File: src/inc/bfp_consts.svh
// constants for the boot flash program/erase command interpreter
`ifndef BFP_CONSTS_SVH
`define BFP_CONSTS_SVH
`define BFP_ACK 8'h06
`define BFP_CMD_DEV_INQ 8'h20
`define BFP_CMD_DEV_SEL 8'h10
`define BFP_CMD_CLK_INQ 8'h21
`define BFP_CMD_CLK_SEL 8'h11
`define BFP_CMD_DIV_INQ 8'h22
`define BFP_CMD_FRQ_INQ 8'h23
`define BFP_CMD_AREA_LO 8'h24
`define BFP_CMD_AREA_HI 8'h27
`define BFP_CMD_RATE_SEL 8'h3F
`define BFP_CMD_STATUS 8'h4F
`define BFP_CMD_TRANSITION 8'h40
`define BFP_CMD_SEL_BOOT 8'h42
`define BFP_CMD_SEL_APP 8'h43
`define BFP_CMD_PROGRAM 8'h50
`define BFP_CMD_SEL_ERASE 8'h48
`define BFP_CMD_ERASE 8'h58
`define BFP_CMD_READ 8'h52
`define BFP_CMD_SUM_BOOT 8'h4A
`define BFP_CMD_SUM_APP 8'h4B
`define BFP_CMD_BLANK_BOOT 8'h4C
`define BFP_CMD_BLANK_APP 8'h4D
`define BFP_ERR_CMD 8'h80
`define BFP_ERR_TRANSITION 8'hC0
`define BFP_ERR_SEL_BOOT 8'hC2
`define BFP_ERR_SEL_APP 8'hC3
`define BFP_ERR_SEL_ERASE 8'hC8
`define BFP_ERR_PROGRAM 8'hD0
`define BFP_ERR_ERASE 8'hD8
`define BFP_CODE_SUM 8'h11
`define BFP_CODE_BLOCK 8'h29
`define BFP_CODE_ERASE 8'h51
`define BFP_CODE_PROG 8'h53
`define BFP_CODE_SELECT 8'h54
`define BFP_ERASE_SIZE 8'h01
`define BFP_ERASE_STOP 8'hFF
`define BFP_END_ADDR 32'hFFFFFFFF
`define BFP_ADDR_BYTES 3'h4
`define BFP_DATA_BYTES 8'h80
`define BFP_BLOCK_COUNT 8'h20
`endif

File: src/inc/bfp_pkg.sv
// types for the boot flash program/erase command interpreter
package bfp_pkg;
  typedef enum logic [1:0] {
    BFP_OP_ERASE_BOTH,
    BFP_OP_LOAD,
    BFP_OP_PROGRAM,
    BFP_OP_ERASE_BLOCK
  } bfp_op_t;
  typedef enum logic [1:0] {
    BFP_RT_BOOT,
    BFP_RT_APP,
    BFP_RT_ERASE
  } bfp_routine_t;
endpackage

File: src/core/bfp_reply.sv
// one or two byte reply sender with byte handshake
`timescale 1ns/1ps
`include "bfp_consts.svh"
module bfp_reply
  import bfp_pkg::*;
(
  input wire logic clk_i,
  input wire logic srst_i,
  input wire logic start_i,
  input wire logic two_i,
  input wire logic [7:0] b0_i,
  input wire logic [7:0] b1_i,
  input wire logic tx_ready_i,
  output logic tx_valid_o,
  output logic [7:0] tx_data_o,
  output logic busy_o
);
  logic busy_reg, busy_next;
  logic second_reg, second_next;
  logic [7:0] hold_reg, hold_next;
  logic [7:0] data_reg, data_next;

  always_comb begin
    busy_next = busy_reg;
    second_next = second_reg;
    hold_next = hold_reg;
    data_next = data_reg;
    if (!busy_reg && start_i) begin
      busy_next = 1'b1;
      data_next = b0_i;
      hold_next = b1_i;
      second_next = two_i;
    end else if (busy_reg && tx_ready_i) begin
      if (second_reg) begin
        data_next = hold_reg;
        second_next = 1'b0;
      end else begin
        busy_next = 1'b0;
      end
    end
  end

  always_ff @(posedge clk_i) begin
    if (srst_i) begin
      busy_reg <= 1'b0;
      second_reg <= 1'b0;
      hold_reg <= 8'h00;
      data_reg <= 8'h00;
    end else begin
      busy_reg <= busy_next;
      second_reg <= second_next;
      hold_reg <= hold_next;
      data_reg <= data_next;
    end
  end

  assign tx_valid_o = busy_reg;
  assign tx_data_o = data_reg;
  assign busy_o = busy_reg;
endmodule

File: src/core/bfp_core.sv
// command interpreter for the boot program's programming/erasing protocol
// How it works
// - transition command erases both areas, then answers acknowledge
// - failed transition erase answers error byte with erase-failure code
// - undefined or out-of-order command answers command error plus the command
// - area inquiries accepted only after device and clock-mode selection
// - transition command after bit rate enters programming/erasing state
// - programming/erasing state accepts only its eleven commands
// - boot-area selection loads routine, acknowledges or reports load error
// - application-area selection loads routine, acknowledges or reports load error
// - programming frame: command, address, 128 data, checksum; program then ack
// - all-ones address frame ends programming, acknowledges, awaits selection
// - failed programming frame reports checksum or programming error
// - erase selection loads routine, acknowledges or reports load error
// - erase frame: command, size one, block, checksum; erase then ack
// - failed block erase reports checksum, block number or erase error
// - block number all-ones stops erasure and awaits selection
`timescale 1ns/1ps
`include "bfp_consts.svh"
module bfp_core
  import bfp_pkg::*;
(
  input wire logic clk_i,
  input wire logic srst_i,
  input wire logic rx_valid_i,
  input wire logic [7:0] rx_data_i,
  output logic rx_ready_o,
  output logic tx_valid_o,
  output logic [7:0] tx_data_o,
  input wire logic tx_ready_i,
  output logic op_req_o,
  output logic [1:0] op_kind_o,
  output logic [1:0] op_routine_o,
  output logic [31:0] op_addr_o,
  output logic [7:0] op_block_o,
  output logic [7:0] wr_data_o,
  output logic wr_valid_o,
  input wire logic op_done_i,
  input wire logic op_fail_i,
  output logic pe_state_o,
  output logic fwd_valid_o,
  output logic [7:0] fwd_cmd_o
);
  typedef enum logic [3:0] {
    ST_CMD,
    ST_ADDR,
    ST_DATA,
    ST_PSUM,
    ST_ESIZE,
    ST_EBLOCK,
    ST_ESUM,
    ST_OP,
    ST_REPLY
  } bfp_state_t;

  bfp_state_t state_reg, state_next;
  logic dev_sel_reg, dev_sel_next;
  logic clk_sel_reg, clk_sel_next;
  logic rate_sel_reg, rate_sel_next;
  logic pe_reg, pe_next;
  logic prog_ok_reg, prog_ok_next;
  logic erase_ok_reg, erase_ok_next;
  logic [1:0] routine_reg, routine_next;
  logic [7:0] cmd_reg, cmd_next;
  logic [7:0] sum_reg, sum_next;
  logic [7:0] cnt_reg, cnt_next;
  logic [31:0] addr_reg, addr_next;
  logic [7:0] block_reg, block_next;
  logic size_ok_reg, size_ok_next;
  logic req_reg, req_next;
  logic [1:0] kind_reg, kind_next;
  logic [7:0] wdata_reg, wdata_next;
  logic wvalid_reg, wvalid_next;
  logic fwd_reg, fwd_next;
  logic rdy_reg, rdy_next;
  logic rep_start, rep_two;
  logic [7:0] rep_b0, rep_b1;
  logic rep_busy;
  logic [7:0] rx_sum;
  logic take;

  // bytes are taken only while rx_ready_o is high, one per handshake
  assign take = rx_valid_i && rdy_reg;
  assign rx_sum = sum_reg + rx_data_i;

  function automatic logic pe_cmd(input logic [7:0] c);
    pe_cmd = (c == `BFP_CMD_SEL_BOOT) || (c == `BFP_CMD_SEL_APP) ||
             (c == `BFP_CMD_PROGRAM) || (c == `BFP_CMD_SEL_ERASE) ||
             (c == `BFP_CMD_ERASE) || (c == `BFP_CMD_READ) ||
             (c == `BFP_CMD_SUM_BOOT) || (c == `BFP_CMD_SUM_APP) ||
             (c == `BFP_CMD_BLANK_BOOT) || (c == `BFP_CMD_BLANK_APP) ||
             (c == `BFP_CMD_STATUS);
  endfunction

  always_comb begin
    state_next = state_reg;
    dev_sel_next = dev_sel_reg;
    clk_sel_next = clk_sel_reg;
    rate_sel_next = rate_sel_reg;
    pe_next = pe_reg;
    prog_ok_next = prog_ok_reg;
    erase_ok_next = erase_ok_reg;
    routine_next = routine_reg;
    cmd_next = cmd_reg;
    sum_next = sum_reg;
    cnt_next = cnt_reg;
    addr_next = addr_reg;
    block_next = block_reg;
    size_ok_next = size_ok_reg;
    req_next = 1'b0;
    kind_next = kind_reg;
    wdata_next = wdata_reg;
    wvalid_next = 1'b0;
    fwd_next = 1'b0;
    rdy_next = rdy_reg;
    rep_start = 1'b0;
    rep_two = 1'b0;
    rep_b0 = `BFP_ACK;
    rep_b1 = 8'h00;
    unique case (state_reg)
      ST_CMD: begin
        if (take) begin
          cmd_next = rx_data_i;
          sum_next = rx_data_i;
          if (!pe_reg) begin
            if (rx_data_i == `BFP_CMD_TRANSITION && rate_sel_reg) begin
              kind_next = BFP_OP_ERASE_BOTH;
              req_next = 1'b1;
              rdy_next = 1'b0;
              state_next = ST_OP;
            end else if (rx_data_i == `BFP_CMD_DEV_INQ || rx_data_i == `BFP_CMD_STATUS ||
                         rx_data_i == `BFP_CMD_DEV_SEL ||
                         (dev_sel_reg && (rx_data_i == `BFP_CMD_CLK_INQ ||
                                          rx_data_i == `BFP_CMD_CLK_SEL)) ||
                         (clk_sel_reg && (rx_data_i == `BFP_CMD_DIV_INQ ||
                                          rx_data_i == `BFP_CMD_FRQ_INQ ||
                                          rx_data_i == `BFP_CMD_RATE_SEL ||
                                          (rx_data_i >= `BFP_CMD_AREA_LO &&
                                           rx_data_i <= `BFP_CMD_AREA_HI)))) begin
              // inquiry payloads are served outside; selections tracked here
              fwd_next = 1'b1;
              if (rx_data_i == `BFP_CMD_DEV_SEL) dev_sel_next = 1'b1;
              if (rx_data_i == `BFP_CMD_CLK_SEL) clk_sel_next = 1'b1;
              if (rx_data_i == `BFP_CMD_RATE_SEL) rate_sel_next = 1'b1;
            end else begin
              rep_start = 1'b1;
              rep_two = 1'b1;
              rep_b0 = `BFP_ERR_CMD;
              rep_b1 = rx_data_i;
              rdy_next = 1'b0;
              state_next = ST_REPLY;
            end
          end else if (!pe_cmd(rx_data_i) ||
                       (rx_data_i == `BFP_CMD_PROGRAM && !prog_ok_reg) ||
                       (rx_data_i == `BFP_CMD_ERASE && !erase_ok_reg)) begin
            rep_start = 1'b1;
            rep_two = 1'b1;
            rep_b0 = `BFP_ERR_CMD;
            rep_b1 = rx_data_i;
            rdy_next = 1'b0;
            state_next = ST_REPLY;
          end else if (rx_data_i == `BFP_CMD_SEL_BOOT || rx_data_i == `BFP_CMD_SEL_APP ||
                       rx_data_i == `BFP_CMD_SEL_ERASE) begin
            routine_next = (rx_data_i == `BFP_CMD_SEL_BOOT) ? BFP_RT_BOOT :
                           (rx_data_i == `BFP_CMD_SEL_APP) ? BFP_RT_APP : BFP_RT_ERASE;
            prog_ok_next = 1'b0;
            erase_ok_next = 1'b0;
            kind_next = BFP_OP_LOAD;
            req_next = 1'b1;
            rdy_next = 1'b0;
            state_next = ST_OP;
          end else if (rx_data_i == `BFP_CMD_PROGRAM) begin
            cnt_next = 8'h00;
            state_next = ST_ADDR;
          end else if (rx_data_i == `BFP_CMD_ERASE) begin
            state_next = ST_ESIZE;
          end else begin
            fwd_next = 1'b1;
          end
        end
      end
      ST_ADDR: begin
        if (take) begin
          sum_next = rx_sum;
          addr_next = {addr_reg[23:0], rx_data_i};
          cnt_next = cnt_reg + 8'h01;
          if (cnt_reg == {5'h00, `BFP_ADDR_BYTES} - 8'h01) begin
            cnt_next = 8'h00;
            // end code carries no data bytes
            state_next = ({addr_reg[23:0], rx_data_i} == `BFP_END_ADDR) ? ST_PSUM : ST_DATA;
          end
        end
      end
      ST_DATA: begin
        if (take) begin
          sum_next = rx_sum;
          wdata_next = rx_data_i;
          wvalid_next = 1'b1;
          cnt_next = cnt_reg + 8'h01;
          if (cnt_reg == `BFP_DATA_BYTES - 8'h01) state_next = ST_PSUM;
        end
      end
      ST_PSUM: begin
        if (take) begin
          rdy_next = 1'b0;
          if (rx_sum != 8'h00) begin
            rep_start = 1'b1;
            rep_two = 1'b1;
            rep_b0 = `BFP_ERR_PROGRAM;
            rep_b1 = `BFP_CODE_SUM;
            state_next = ST_REPLY;
          end else if (addr_reg == `BFP_END_ADDR) begin
            prog_ok_next = 1'b0;
            rep_start = 1'b1;
            state_next = ST_REPLY;
          end else begin
            kind_next = BFP_OP_PROGRAM;
            req_next = 1'b1;
            state_next = ST_OP;
          end
        end
      end
      ST_ESIZE: begin
        if (take) begin
          sum_next = rx_sum;
          size_ok_next = (rx_data_i == `BFP_ERASE_SIZE);
          state_next = ST_EBLOCK;
        end
      end
      ST_EBLOCK: begin
        if (take) begin
          sum_next = rx_sum;
          block_next = rx_data_i;
          state_next = ST_ESUM;
        end
      end
      ST_ESUM: begin
        if (take) begin
          rdy_next = 1'b0;
          state_next = ST_REPLY;
          rep_start = 1'b1;
          if (rx_sum != 8'h00) begin
            rep_two = 1'b1;
            rep_b0 = `BFP_ERR_ERASE;
            rep_b1 = `BFP_CODE_SUM;
          end else if (block_reg == `BFP_ERASE_STOP) begin
            erase_ok_next = 1'b0;
          end else if (!size_ok_reg || block_reg >= `BFP_BLOCK_COUNT) begin
            rep_two = 1'b1;
            rep_b0 = `BFP_ERR_ERASE;
            rep_b1 = `BFP_CODE_BLOCK;
          end else begin
            rep_start = 1'b0;
            kind_next = BFP_OP_ERASE_BLOCK;
            req_next = 1'b1;
            state_next = ST_OP;
          end
        end
      end
      ST_OP: begin
        // the reply waits for the flash engine so ack always follows completion
        if (op_done_i) begin
          rep_start = 1'b1;
          state_next = ST_REPLY;
          unique case (kind_reg)
            BFP_OP_ERASE_BOTH: begin
              if (op_fail_i) begin
                rep_two = 1'b1;
                rep_b0 = `BFP_ERR_TRANSITION;
                rep_b1 = `BFP_CODE_ERASE;
              end else begin
                pe_next = 1'b1;
              end
            end
            BFP_OP_LOAD: begin
              if (op_fail_i) begin
                rep_two = 1'b1;
                rep_b0 = (cmd_reg == `BFP_CMD_SEL_BOOT) ? `BFP_ERR_SEL_BOOT :
                         (cmd_reg == `BFP_CMD_SEL_APP) ? `BFP_ERR_SEL_APP :
                         `BFP_ERR_SEL_ERASE;
                rep_b1 = `BFP_CODE_SELECT;
              end else if (routine_reg == BFP_RT_ERASE) begin
                erase_ok_next = 1'b1;
              end else begin
                prog_ok_next = 1'b1;
              end
            end
            BFP_OP_PROGRAM: begin
              if (op_fail_i) begin
                rep_two = 1'b1;
                rep_b0 = `BFP_ERR_PROGRAM;
                rep_b1 = `BFP_CODE_PROG;
                prog_ok_next = 1'b0;
              end
            end
            BFP_OP_ERASE_BLOCK: begin
              if (op_fail_i) begin
                rep_two = 1'b1;
                rep_b0 = `BFP_ERR_ERASE;
                rep_b1 = `BFP_CODE_ERASE;
              end
            end
          endcase
        end
      end
      ST_REPLY: begin
        // next command is held off until the reply has fully left
        if (!rep_busy && !rep_start) begin
          rdy_next = 1'b1;
          state_next = ST_CMD;
        end
      end
      default: state_next = ST_CMD;
    endcase
  end

  always_ff @(posedge clk_i) begin
    if (srst_i) begin
      state_reg <= ST_CMD;
      dev_sel_reg <= 1'b0;
      clk_sel_reg <= 1'b0;
      rate_sel_reg <= 1'b0;
      pe_reg <= 1'b0;
      prog_ok_reg <= 1'b0;
      erase_ok_reg <= 1'b0;
      routine_reg <= BFP_RT_BOOT;
      cmd_reg <= 8'h00;
      sum_reg <= 8'h00;
      cnt_reg <= 8'h00;
      addr_reg <= 32'h00000000;
      block_reg <= 8'h00;
      size_ok_reg <= 1'b0;
      req_reg <= 1'b0;
      kind_reg <= BFP_OP_ERASE_BOTH;
      wdata_reg <= 8'h00;
      wvalid_reg <= 1'b0;
      fwd_reg <= 1'b0;
      rdy_reg <= 1'b1;
    end else begin
      state_reg <= state_next;
      dev_sel_reg <= dev_sel_next;
      clk_sel_reg <= clk_sel_next;
      rate_sel_reg <= rate_sel_next;
      pe_reg <= pe_next;
      prog_ok_reg <= prog_ok_next;
      erase_ok_reg <= erase_ok_next;
      routine_reg <= routine_next;
      cmd_reg <= cmd_next;
      sum_reg <= sum_next;
      cnt_reg <= cnt_next;
      addr_reg <= addr_next;
      block_reg <= block_next;
      size_ok_reg <= size_ok_next;
      req_reg <= req_next;
      kind_reg <= kind_next;
      wdata_reg <= wdata_next;
      wvalid_reg <= wvalid_next;
      fwd_reg <= fwd_next;
      rdy_reg <= rdy_next;
    end
  end

  bfp_reply bfp_reply_inst (
    .clk_i(clk_i),
    .srst_i(srst_i),
    .start_i(rep_start),
    .two_i(rep_two),
    .b0_i(rep_b0),
    .b1_i(rep_b1),
    .tx_ready_i(tx_ready_i),
    .tx_valid_o(tx_valid_o),
    .tx_data_o(tx_data_o),
    .busy_o(rep_busy)
  );

  assign rx_ready_o = rdy_reg;
  assign op_req_o = req_reg;
  assign op_kind_o = kind_reg;
  assign op_routine_o = routine_reg;
  assign op_addr_o = addr_reg;
  assign op_block_o = block_reg;
  assign wr_data_o = wdata_reg;
  assign wr_valid_o = wvalid_reg;
  assign pe_state_o = pe_reg;
  assign fwd_valid_o = fwd_reg;
  assign fwd_cmd_o = cmd_reg;
endmodule

File: config.mk
export PLATFORM = sky130hd
export DESIGN_NAME = bfp_core
export DESIGN_NICKNAME = d
export VERILOG_FILES = /design/src/inc/bfp_pkg.sv /design/src/core/bfp_reply.sv /design/src/core/bfp_core.sv
export VERILOG_INCLUDE_DIRS = /design/src /design/src/inc
export SDC_FILE = /design/constraint.sdc
export NUM_CORES = 1
export LEC_CHECK = 0
export BUFFER_PORTS_ARGS = -buffer_cell sky130_fd_sc_hd__buf_4
export CAP_MARGIN = 20
export CORE_ASPECT_RATIO = 1.25
export CORE_MARGIN = 5
export CORE_UTILIZATION = 52
export DETAILED_ROUTE_END_ITERATION = 8
export MAX_ROUTING_LAYER = met4
export PLACE_DENSITY_LB_ADDON = 0.05
export RECOVER_POWER = 100
export SLEW_MARGIN = 20
export SYNTH_ARGS = -nofsm -noshare
export SYNTH_HDL_FRONTEND = slang
export SYNTH_HIERARCHICAL = 1
export SYNTH_SLANG_ARGS = --single-unit
File: constraint.sdc
create_clock -name clk_i -period 3.15 [get_ports clk_i]
set_input_delay 0.1575 -clock clk_i [delete_from_list [all_inputs] [get_ports clk_i]]
set_output_delay 0.1575 -clock clk_i [all_outputs]
set_load 0.02 [all_outputs]
# After elaboration in Yosys (flattened, before gate mapping)
# Cells that the tools add are included.
[totals]
ff_bits = 109
in_bits = 14
out_inout_bits = 74
[op_classes]
n_addsub = 2
n_lt_le_gt_ge = 3
eq_ne = 78
muxes = 170
bitwise = 7
n_reduce_logical = 72
[op_table]
columns = ["cell", "count"]
rows = [
  ["$mux W8", 35],
  ["$eq A8 B7 Y1 const B", 15],
  ["$mux W4", 25],
  ["$pmux W8 S4", 3],
  ["$mux W1", 72],
  ["$eq A32 B32 Y1 const B", 2],
  ["$ne A2 B2 Y1 const B", 26],
  ["$pmux W8 S3", 2],
  ["$eq A8 B6 Y1 const B", 5],
  ["$pmux W4 S9", 1],
  ["$mux W2", 14],
  ["$reduce_and A13 Y1", 2],
  ["$mux W6", 4],
  ["$reduce_and A12 Y1", 2],
  ["$reduce_and A6 Y1", 4],
  ["$logic_or A1 B1 Y1", 22],
  ["$mux W7", 3],
  ["$ne A3 B3 Y1 const B", 6],
  ["$eq A4 B3 Y1 const B", 4],
  ["$eq A8 B5 Y1 const B", 2],
  ["$ge A8 B6 Y1 const B", 2],
  ["$pmux W8 S2", 1],
  ["$reduce_bool A3 Y1", 5],
  ["$reduce_and A2 Y1", 7],
  ["other kinds (34)", 68],
]

# Depth between registers and ports, before layout
# Gate-level depths: netlist of run 1.
[logic_depth]
word_depth = 21
depth_mapped = 15

# Hierarchy
# The synthesis of run 1 kept the hierarchy.
[modules_own_cells]
columns = ["mod", "n_inst", "cells_each", "area_per_inst_um2", "seq_area_each_um2"]
rows = [
  ["bfp_core", 1, 674, 5064.9, 1821.7],
  ["bfp_reply", 1, 93, 820.8, 360.3],
]

# Worst setup path before layout of run 1
# Ideal clock, no wire load.
[synth_timing]
path_type = "input -> register"
start = "in rx_data_i[1]"
end = "reg bfp_reply_inst.second_reg"
arrival_ps = 3255
t_required_ps = 3021
slack_ps = -234
stages = 15
n_path_buf = 3
cell_sequence = "clkbuf_1 inv_1 fa_1 nand2b_1 a21o_1 a311oi_1 o2111ai_1 nor3_1 nand2_1 a211o_1 nor2b_1 buf_6 buf_6 a22oi_1 nor2_1"
[synth_between]
elab_chain_cells = 20
word_cells_on_any_way = 68
classes_between = "add/sub: 1; order compare: 2; eq/ne: 19; mux: 16; reduce/logical: 30"
[synth_lines]
columns = ["element", "line", "text"]
rows = [
  ["start, declared", "bfp_core.sv:26", "input wire logic [7:0] rx_data_i,"],
  ["$eq A8 B7 Y1 (no line)", "-", ""],
  ["$logic_or A1 B1 Y1 (10 in a row)", "bfp_core.sv:87", "pe_cmd = (c == `BFP_CMD_SEL_BOOT) || (c == `BFP_CMD_SEL_APP) ||"],
  ["$logic_not A1 Y1", "bfp_core.sv:153", "end else if (!pe_cmd(rx_data_i) ||"],
  ["$logic_or A1 B1 Y1 (2 in a row)", "bfp_core.sv:153", ""],
  ["$mux W1", "bfp_core.sv:153", ""],
  ["$mux W1", "bfp_core.sv:125", "if (!pe_reg) begin"],
  ["$mux W1", "bfp_core.sv:122", "if (take) begin"],
  ["$pmux W1 S4 *", "bfp_core.sv:120", "unique case (state_reg)"],
  ["net rep_start", "bfp_core.sv:76", "logic rep_start, rep_two;"],
  ["$logic_and A1 B1 Y1 *", "bfp_reply.sv:28", "if (!busy_reg && start_i) begin"],
  ["$mux W1 or $reduce_bool A2 Y1 (tied branches)", "-", ""],
  ["end signal, assigned", "bfp_reply.sv:51", "second_reg <= second_next;"],
  ["end, declared", "bfp_reply.sv:19", "logic second_reg, second_next;"],
]
# The timed path passes the listed nets; every way through them passes the cells marked *.
# A chain may end at the register's enable or synchronous reset.

# Worst setup path after layout of run 1
[layout_timing]
start = "reg sum_reg[0]"
end = "reg bfp_reply_inst.second_reg"
[layout_between]
elab_chain_cells = 7
word_cells_on_any_way = 15
classes_between = "add/sub: 1; mux: 11; reduce/logical: 3"
[layout_lines]
columns = ["element", "line", "text"]
rows = [
  ["start, declared", "bfp_core.sv:65", "logic [7:0] sum_reg, sum_next;"],
  ["start signal, assigned", "bfp_core.sv:349", "sum_reg <= sum_next;"],
  ["$add A8 B8 Y8 *", "bfp_core.sv:84", "assign rx_sum = sum_reg + rx_data_i;"],
  ["$reduce_bool A8 Y1 *", "bfp_core.sv:206, bfp_core.sv:242", ""],
  ["$mux W1, on equally long branches", "bfp_core.sv:242, bfp_core.sv:206", ""],
  ["$mux W1, on equally long branches", "bfp_core.sv:238, bfp_core.sv:204", ""],
  ["$pmux W1 S4 *", "bfp_core.sv:120", ""],
  ["net rep_start", "bfp_core.sv:76", ""],
  ["$logic_and A1 B1 Y1 *", "bfp_reply.sv:28", ""],
  ["$mux W1 or $reduce_bool A2 Y1 (tied branches)", "-", ""],
]
# Marks and branches as above.

==> flow_summary.toml, run 1 <==
[floorplanning]
chipWidth_um = 105
initial_core_util_pct = 53.1
core_area_um2 = 11100
design.die.area_um2 = 13600
boundaryPins = 88
die_h_um = 129
rows = 43

[drt]
detail_route.drc_violations = 0
number_of_nets_with_antenna_violations_after_routing = 0
vias_per_instance = 5.98
met2_wirelength_um = 8810
met3RoutedLength_um = 934
drt_iter0_markers = 416
drt-total-wl_um = 17600
detailedRoute.firstPassIterationCount = 7
wl_on_met1_um = 7300
dr.max_layer_used = "met4"
detailroute.via_count = 5914
detail_route.wl_per_cell_um = 17.8

[yosys]
synth.ff_latch_count = 109
synth-warning-count = 6
ys_dominant_reg_cell = "sky130_fd_sc_hd__dfxtp_1"
synth_cell_types = 76
portion_of_the_post_synthesis_area_used_by_sequential_elements_pct = 37.1
synthArstFlopShare_pct = 0
syn_nets = 795
netlist_instances = 767
edff_count_synth = 0
postSynthAreaPerCell_um2 = 7.67
mappedNetlistArea_um2 = 5890

[placement]
dp_hpwl_um = 13000
gp_congestion = 0.999
numPortBuffers = 87

[timing]
timing_hold_violations_final = 0
final-setup-viol-count = 0
timing.final.crit_share_pct = 96.1
clock_skew_ns = 0.00741
max_clock_freq_ghz = 0.330
finalSetupTns_ns = 0
period_needed_ns = 3.03
slew-limit-headroom_pct = 28.7
timing_worst_slew_pin_value_ns = 1.07
timing.final.max_slew_violations = 0
grt_setup_unrepaired = "false"

[flow_run]
max_cap_violations = 0

[worst_setup_path]
crit_path_cell_trace = "ha_1 > inv_1 > fa_2 > nand2b_4 > a21o_1 > a311oi_2 > o2111ai_2 > nor3_2 > nand2_1 > a211o_1 > nor2b_1 > buf_12 > a22oi_1 > nor2_1"
crit_arrival_ns = 3.25
crit_type = "reg -> reg"
worst_path_max_delay_cell = "sky130_fd_sc_hd__dfxtp_1"
cp_data_required_time_ns = 3.38
worst_path_largest_cell_delay_ns = 0.34
worst_r2r_path_depth = 14
worst_setup_path_end_kind = "register"
critical_path_peak_fanout = 17
critical_path.startpoint_type = "register"

[clock_tree]
postCtsSetupRepairBufs = 0
cts.sinks = 109
htree_num_levels = 3
clk_root_buffer_cell = "sky130_fd_sc_hd__clkbuf_16"
clock_tree.buffer_depth = 2
worst_skew_pair.late_latency_ns = 0.35
cts_tree = "built"
cts.hold.buffers_added = 0
numCtsBuffers = 9
cts.clk_slew.worst_paths_ns = 0.08

[global_routing]
antenna_found_initial = 0
grt_pass1_vias = 5614
pin_count_of_the_biggest_net_entering_global_routing = 64
global_route.usage.total_pct = 26.6
grt_remaining_overflow = 0
first_pass_grt_wire_length_um = 28700

[pwr]
power.density_nw_per_um2 = 687
power.leakage_nw = 2.40
vdd.ir_drop.worst_mv = 0.345

[min_path]
hold_depth = 4
min_path_type = "in -> reg"

[cells_and_area]
antenna-diode-count = 0
finish.utilization_pct = 61.3
regArea_um2 = 2180
multi_input_area_um2 = 3380
max_ffs_per_register = 32
fill_cells = 1112
post_route_cells_drive_above_1_share_pct = 11.6
nNetsFinal = 877
area_grow_syn2layout_pct = 15.5

[run_status]
status = "finished, final reports clean"
metal layers:
metal  track usage (%)  up-vias
met3              3.31       50
met2              45.1      210
li1                  -     2858
met1              32.4     2796
met4              9.71        0
met5                 -        -
layout by cell type (no fill, tap or decap), drive strengths merged, types with 6 or more instances in the layout:
cell type    n
a2111oi      6
a211oi      19
a21oi       90
a31oi        9
and3        10
buf         45
clkbuf      92
dfxtp      109
ha          13
inv         27
mux2i        9
nand2      153
nand2b      16
nand3       23
nand4       16
nor2        69
nor3        14
nor4         9
o21ai       19
o22ai        6
or3b         8
path summary, 6_finish.rpt:
check / start / end / slack (ns)
max: sum_reg[0] / bfp_reply_inst/second_reg / 0.12
min: tx_ready_i / bfp_reply_inst/busy_o / 0.13
max reg2reg: sum_reg[0] / bfp_reply_inst/second_reg / 0.12
min reg2reg: wr_data_o[3] / wr_data_o[3] / 0.46
area by class of cell:
| cell class | instances | area share (%) |
|---|---|---|
| clock buffers | 10 | 3.37 |
| clock inverters | 6 | 1.16 |
| inverters | 24 | 1.32 |
| multi-input cells | 578 | 49.7 |
| flip-flops and latches | 109 | 32.1 |
| well taps | 135 | 2.48 |
| repair buffers | 127 | 9.86 |
power breakdown:
part / leakage (nW) / total, mW / switching (mW) / internal, mW
clock: 0.151 / 1.17 / 0.535 / 0.635
sequential: 0.883 / 1.69 / 0.150 / 1.54
combinational: 1.37 / 1.81 / 1.14 / 0.675
through the flow:
stage	setup slack [ns]	cell area, um^2	cells	hold slack, ns	power [mW]
after floorplan	0.0243	5910	767	0.363	3.03
after global placement	0.0861	6790	973	0.447	3.56
after detailed placement	0.0224	6790	973	0.452	3.60
after CTS	0.00452	7100	989	0.129	4.77
after global routing	0.000912	6800	989	0.152	4.96
final	0.124	6800	989	0.133	4.67
critical path, delay by kind of cell (launching register included):
| kind | cells | cell delay, ns |
|---|---|---|
| compound gates | 5 | 1.16 |
| simple gates | 5 | 0.65 |
| fa+ha+maj | 2 | 0.51 |
| flops | 1 | 0.34 |
| buf+inv | 2 | 0.25 |
logic make-up (layout without fill, tap and decap cells):
group	Yosys count	in the layout	share of synthesized area, %
flops	109	109	37.1
compound gates	193	193	22.4
buf+inv	80	167	6.06
other cells	1	1	0.0637
mux	11	11	1.91
fa+ha+maj	14	14	3.10
xor+xnor	6	6	0.893
simple gates	353	353	28.5
Yosys cell counts (4+ instances only):
library cell | n | area, um^2
sky130_fd_sc_hd__or3b_1 | 6 | 52.6
sky130_fd_sc_hd__nor2b_1 | 5 | 31.3
sky130_fd_sc_hd__nor4_1 | 9 | 56.3
sky130_fd_sc_hd__clkbuf_1 | 43 | 161
sky130_fd_sc_hd__a2111oi_0 | 4 | 35.0
sky130_fd_sc_hd__a21o_1 | 5 | 37.5
sky130_fd_sc_hd__nor2_1 | 69 | 259
sky130_fd_sc_hd__buf_6 | 6 | 67.6
sky130_fd_sc_hd__nand4_1 | 16 | 100
sky130_fd_sc_hd__nand2b_1 | 16 | 100
sky130_fd_sc_hd__or2_2 | 5 | 31.3
sky130_fd_sc_hd__dfxtp_1 | 109 | 2180
sky130_fd_sc_hd__nand3_1 | 23 | 115
sky130_fd_sc_hd__a211oi_2 | 8 | 100
sky130_fd_sc_hd__inv_1 | 24 | 90.1
sky130_fd_sc_hd__nor3b_1 | 5 | 37.5
sky130_fd_sc_hd__a21oi_2 | 8 | 70.1
sky130_fd_sc_hd__o22ai_1 | 6 | 37.5
sky130_fd_sc_hd__and3_1 | 9 | 56.3
sky130_fd_sc_hd__a21oi_1 | 82 | 410
sky130_fd_sc_hd__a211oi_1 | 11 | 82.6
sky130_fd_sc_hd__nor3_1 | 14 | 70.1
sky130_fd_sc_hd__ha_1 | 13 | 163
sky130_fd_sc_hd__xnor2_1 | 5 | 43.8
sky130_fd_sc_hd__nand2_1 | 153 | 574
sky130_fd_sc_hd__o21ai_0 | 17 | 85.1
sky130_fd_sc_hd__a311oi_1 | 5 | 43.8
sky130_fd_sc_hd__mux2i_1 | 9 | 90.1
sky130_fd_sc_hd__a31oi_1 | 9 | 56.3
what timing repair did:
item / 4_1_cts / 5_1_grt
gates resized for setup: 1 / 2
setup endpoints to repair: 3 / 20
pin swaps: 1 / 3
Power figures use the tool's default switching activity.
==> inputs of run 2 (changes only) <==
--- a/config.mk
+++ b/config.mk
@@ -6,14 +6,14 @@
 export SDC_FILE = /design/constraint.sdc
 export NUM_CORES = 1
 export LEC_CHECK = 0
-export BUFFER_PORTS_ARGS = -buffer_cell sky130_fd_sc_hd__buf_4
 export CAP_MARGIN = 20
 export CORE_ASPECT_RATIO = 1.25
 export CORE_MARGIN = 5
-export CORE_UTILIZATION = 52
+export CORE_UTILIZATION = 58
 export DETAILED_ROUTE_END_ITERATION = 8
+export DONT_BUFFER_PORTS = 1
 export MAX_ROUTING_LAYER = met4
-export PLACE_DENSITY_LB_ADDON = 0.05
+export PLACE_DENSITY = 0.76
 export RECOVER_POWER = 100
 export SLEW_MARGIN = 20
 export SYNTH_ARGS = -nofsm -noshare
==> run 2 against run 1 <==
Non-clock buffer count decreased by 87; routed wire length shrank 1.3%; sequential power up 5%; hold slack lost 0.13 ns; largest cell class unchanged; setup slack improved by 0.037 ns; combinational power fell by 8%; critical path type unchanged; critical endpoint is now op_kind_o[0]; design area is 5.1% lower; largest power group is now sequential cells; die area shrank 9.5%; sequential share of layout area is 1.7 points higher.
==> flow_summary.toml, run 2 (synthesis results as in run 1) <==
[global_routing]
global_route.usage.total_pct = 29.4
grt_pass1_vias = 5340
grt_remaining_overflow = 0
pin_count_of_the_biggest_net_entering_global_routing = 109
first_pass_grt_wire_length_um = 27700
antenna_found_initial = 0

[placement]
numPortBuffers = 0
dpl_worst_slack_ns = 0.0375
gp_congestion = 0.978
dp_hpwl_um = 12000

[worst_setup_path]
cp_data_required_time_ns = 3.41
crit_arrival_ns = 3.25
worst_setup_path_end_kind = "register"
critical_path.startpoint_type = "register"
crit_type = "reg -> reg"
critical_path_peak_fanout = 4

[pwr]
power.leakage_nw = 2.26
power.density_nw_per_um2 = 710
vdd.ir_drop.worst_mv = 0.346

[floorplanning]
initial_core_util_pct = 58.8
core_area_um2 = 10000
die_h_um = 123
chipWidth_um = 100
rows = 41
boundaryPins = 88
design.die.area_um2 = 12300

[cells_and_area]
fill_cells = 907
final_common_cell = "sky130_fd_sc_hd__nand2_1"
antenna-diode-count = 0
post_route_cells_drive_above_1_share_pct = 10.2
nNetsFinal = 790
most-common-layout-cells = "sky130_fd_sc_hd__nand2_1, sky130_fd_sc_hd__dfxtp_1, sky130_fd_sc_hd__a21oi_1, sky130_fd_sc_hd__nor2_1, sky130_fd_sc_hd__inv_1"
area_grow_syn2layout_pct = 9.61
max_ffs_per_register = 32

[clock_tree]
cts.sinks = 109
htree_num_levels = 3
clock_tree.buffer_depth = 2
cts.clk_slew.worst_paths_ns = 0.08
numCtsBuffers = 9
worst_skew_pair.late_latency_ns = 0.36
clk_root_buffer_cell = "sky130_fd_sc_hd__clkbuf_16"
cts_tree = "built"

[drt]
detailroute.via_count = 5600
drt_iter0_markers = 413
drt-total-wl_um = 17400
detail_route.wl_per_cell_um = 19.4
number_of_nets_with_antenna_violations_after_routing = 0
detail_route.drc_violations = 0
vias_per_instance = 6.25
detailedRoute.firstPassIterationCount = 6

[timing]
period_needed_ns = 2.99
grt_setup_unrepaired = "false"
timing_worst_slew_pin_value_ns = 1.05
max_clock_freq_ghz = 0.335
slew-limit-headroom_pct = 30.2
timing.final.crit_share_pct = 94.9
setup_ws_ns = 0.161
final-setup-viol-count = 0
clock_skew_ns = 0.00669
timing_hold_violations_final = 0
finalSetupTns_ns = 0
timing.final.max_slew_violations = 0

[min_path]
min_path_type = "in -> reg"

[flow_run]
max_cap_violations = 0

[run_status]
status = "finished, final reports clean"
==> run 2: worst max-delay path, stage by stage, from the launching register on <==
cell and delay (ns):
sky130_fd_sc_hd__dfxtp_1 0.34, sky130_fd_sc_hd__ha_1 0.17, sky130_fd_sc_hd__inv_1 0.06, sky130_fd_sc_hd__fa_2 0.36
sky130_fd_sc_hd__nand2b_4 0.17, sky130_fd_sc_hd__a21o_1 0.17, sky130_fd_sc_hd__a311oi_2 0.29, sky130_fd_sc_hd__o2111ai_2 0.19
sky130_fd_sc_hd__or4_1 0.64, sky130_fd_sc_hd__a21o_1 0.24, sky130_fd_sc_hd__a221oi_1 0.27
==> run 2: layer usage <==
metal | share of wire (%) | GRT usage, % | wire [um]
met1 | 39 | 33.9 | 6740
met2 | 49 | 48.4 | 8530
met3 | 7.2 | 7.11 | 1250
met4 | 4.8 | 13.6 | 834
met5 | 0 | - | 0
==> run 2: what timing repair did <==
item	in CTS	in global routing
gates resized for setup	0	3
buffers inserted	0	0
hold buffers	9	0
hold endpoints to repair	108	0
endpoints found under the setup margin	0	19
==> run 2: worst paths after layout <==
| kind | from | end | slack (ns) | cells past startpoint |
|---|---|---|---|---|
| worst min-delay path | srst_i | state_reg[1] | 0.006 | 2 |
| worst max-delay path | sum_reg[0] | op_kind_o[0] | 0.16 | 10 |
| worst max register to register | sum_reg[0] | op_kind_o[0] | 0.16 | 10 |
| worst min register to register | bfp_reply_inst/hold_reg[2] | bfp_reply_inst/hold_reg[2] | 0.47 | 2 |
==> run 2: per-stage QoR <==
step / hold WS, ns / std cells / instance area [um^2] / total power [mW] / utilization [%]
after floorplan: 0.363 / 767 / 5910 / 3.03 / -
after global placement: 0.236 / 871 / 6060 / 3.38 / 60.6
after detailed placement: 0.238 / 871 / 6060 / 3.42 / 60.6
after CTS: 0.00197 / 896 / 6470 / 4.59 / 64.7
after global routing: 0.00000736 / 896 / 6450 / 4.85 / 64.5
final: 0.00604 / 896 / 6450 / 4.58 / 64.5
==> run 2: power by group <==
group | leakage, nW | switching, mW | internal [mW]
Sequential | 0.883 | 0.243 | 1.54
Clock | 0.148 | 0.576 | 0.565
Combinational | 1.23 | 1.02 | 0.639
==> run 2: cell type report <==
class / instances / area [um^2] / area share, %
multi-input cells: 578 / 3380 / 52.4
flip-flops and latches: 109 / 2180 / 33.8
repair buffers: 40 / 335 / 5.20
clock buffers: 9 / 225 / 3.49
well taps: 129 / 161 / 2.50
inverters: 24 / 90.1 / 1.40
clock inverters: 7 / 78.8 / 1.22
==> inputs of run 3 (changes only) <==
==> constraint.sdc (replaced) <==
create_clock -name clk_i -period 3.15 [get_ports clk_i]
set_input_delay 0.63 -clock clk_i [delete_from_list [all_inputs] [get_ports clk_i]]
set_output_delay 0.63 -clock clk_i [all_outputs]
set_load 0.02 [all_outputs]
==> run 3 against run 2 <==
Register-to-register slack lost 0.03 ns; sequential power barely moved; combinational power about the same; final cell count decreased by 0.56%; design area decreased by 0.99%; hold slack improved by 0.34 ns; global-route usage shrank 1.0 points; clock power about the same; routed wire length shrank 3.3%; critical endpoint is now bfp_reply_inst/tx_data_o[2]; largest cell class unchanged.
==> flow_summary.toml, run 3 (synthesis results as in run 1) <==
[global_routing]
grt_pass1_vias = 5390
global_route.usage.total_pct = 28.4
first_pass_grt_wire_length_um = 27100
antenna_found_initial = 0
pin_count_of_the_biggest_net_entering_global_routing = 113
grt_remaining_overflow = 0

[drt]
drt_iter0_markers = 390
detailedRoute.firstPassIterationCount = 5
number_of_nets_with_antenna_violations_after_routing = 0
detailroute.via_count = 5592
vias_per_instance = 6.28
detail_route.drc_violations = 0
detail_route.wl_per_cell_um = 18.8
drt-total-wl_um = 16800

[clock_tree]
cts.hold.buffers_added = 0
worst_skew_pair.late_latency_ns = 0.35
cts_tree = "built"
htree_num_levels = 3
clk_root_buffer_cell = "sky130_fd_sc_hd__clkbuf_16"
cts.sinks = 109
cts.clk_slew.worst_paths_ns = 0.08
numCtsBuffers = 9
clock_tree.buffer_depth = 2

[cells_and_area]
max_ffs_per_register = 32
antenna-diode-count = 0
most-common-layout-cells = "sky130_fd_sc_hd__nand2_1, sky130_fd_sc_hd__dfxtp_1, sky130_fd_sc_hd__a21oi_1, sky130_fd_sc_hd__nor2_1, sky130_fd_sc_hd__buf_4"
area_grow_syn2layout_pct = 8.52
post_route_cells_drive_above_1_share_pct = 11.4
nNetsFinal = 785
layoutNonFillerInstCount = 891
final_common_cell = "sky130_fd_sc_hd__nand2_1"

[floorplanning]
rows = 41
design.die.area_um2 = 12300
boundaryPins = 88
chipWidth_um = 100
initial_core_util_pct = 58.8
die_h_um = 123
core_area_um2 = 10000

[worst_setup_path]
crit_type = "reg -> reg"
critical_path_peak_fanout = 8
cp_data_required_time_ns = 3.39
critical_path.startpoint_type = "register"
worst_setup_path_end_kind = "register"
crit_arrival_ns = 3.26

[placement]
numPlacedInstances = 873
dp_hpwl_um = 12100
dpl_worst_slack_ns = -0.261
numPortBuffers = 0
gp_congestion = 0.971

[timing]
slew-limit-headroom_pct = 51.3
timing_worst_slew_pin_value_ns = 0.729
finalSetupTns_ns = 0
final-setup-viol-count = 0
max_clock_freq_ghz = 0.331
clock_skew_ns = 0.00874
setup_ws_ns = 0.130
timing.final.max_slew_violations = 0
timing_hold_violations_final = 0
timing.final.crit_share_pct = 95.9
period_needed_ns = 3.02

[flow_run]
max_cap_violations = 0

[pwr]
power.leakage_nw = 2.22
vdd.ir_drop.worst_mv = 0.362
power.density_nw_per_um2 = 713

[run_status]
status = "finished, final reports clean"

[min_path]
min_path_type = "in -> reg"
run 3: changes by cell type in the layout (fill, tap and decap cells not counted), sizes merged:
| cell | previous run | this run |
|---|---|---|
| dlygate4sd3 | 8 | 0 |
| inv | 27 | 26 |
| clkinvlp | 0 | 2 |
| clkinv | 4 | 3 |
| buf | 24 | 26 |
| clkbuf | 17 | 18 |
run 3: final timing paths:
kind / slack [ns] / cells after the start / endpoint / startpoint
min: 0.35 / 1 / size_ok_reg / srst_i
min reg2reg: 0.47 / 2 / bfp_reply_inst/hold_reg[4] / bfp_reply_inst/hold_reg[4]
max reg2reg: 0.13 / 14 / bfp_reply_inst/tx_data_o[2] / sum_reg[0]
max: 0.13 / 14 / bfp_reply_inst/tx_data_o[2] / sum_reg[0]
run 3: cell type report:
type	instances	area, um^2
sequential	109	2180
tap	129	161
clock buffer	9	225
fill	904	3620
multi-input combinational	578	3400
clock inverter	7	78.8
timing repair buffer	35	246
inverter	24	90.1
run 3: stage by stage:
step / utilization [%] / total power [mW] / hold slack, ns / area (um^2)
after detailed placement: 60.8 / 3.41 / 0.454 / 6080
after CTS: 64.1 / 4.56 / 0.336 / 6410
after global routing: 63.9 / 4.81 / 0.326 / 6390
after global placement: 60.8 / 3.35 / 0.450 / 6080
final: 63.9 / 4.55 / 0.348 / 6390
after floorplan: - / 3.06 / 0.437 / 5950
run 3: repair_timing:
| item | CTS | global route |
|---|---|---|
| setup buffers | 2 | 0 |
| setup endpoints to repair | 2 | 16 |
| gates resized for setup | 0 | 5 |
| pin swaps | 0 | 3 |
run 3: layer usage:
metal	share of wire (%)	up-vias	global-route usage, %
li1	-	2685	-
met1	38	2663	31.2
met2	52	193	49.1
met3	6.8	51	7.16
met4	3.5	0	11.5
met5	0	-	-
run 3: critical path: stages (launching register included):
cell and delay [ns]:
sky130_fd_sc_hd__dfxtp_1 0.37, sky130_fd_sc_hd__ha_4 0.15, sky130_fd_sc_hd__inv_2 0.04, sky130_fd_sc_hd__fa_2 0.38, sky130_fd_sc_hd__nand2b_4 0.16, sky130_fd_sc_hd__a21o_1 0.19
sky130_fd_sc_hd__a311oi_2 0.34, sky130_fd_sc_hd__o2111ai_2 0.22, sky130_fd_sc_hd__nor3_2 0.18, sky130_fd_sc_hd__nand2_1 0.07, sky130_fd_sc_hd__a211o_1 0.29, sky130_fd_sc_hd__nor2b_4 0.15
sky130_fd_sc_hd__buf_12 0.17, sky130_fd_sc_hd__a21oi_2 0.11, sky130_fd_sc_hd__a211oi_2 0.08
run 3: power by group:
part	internal, mW	switching [mW]
Sequential	1.54	0.259
Clock	0.563	0.562
Combinational	0.647	0.984
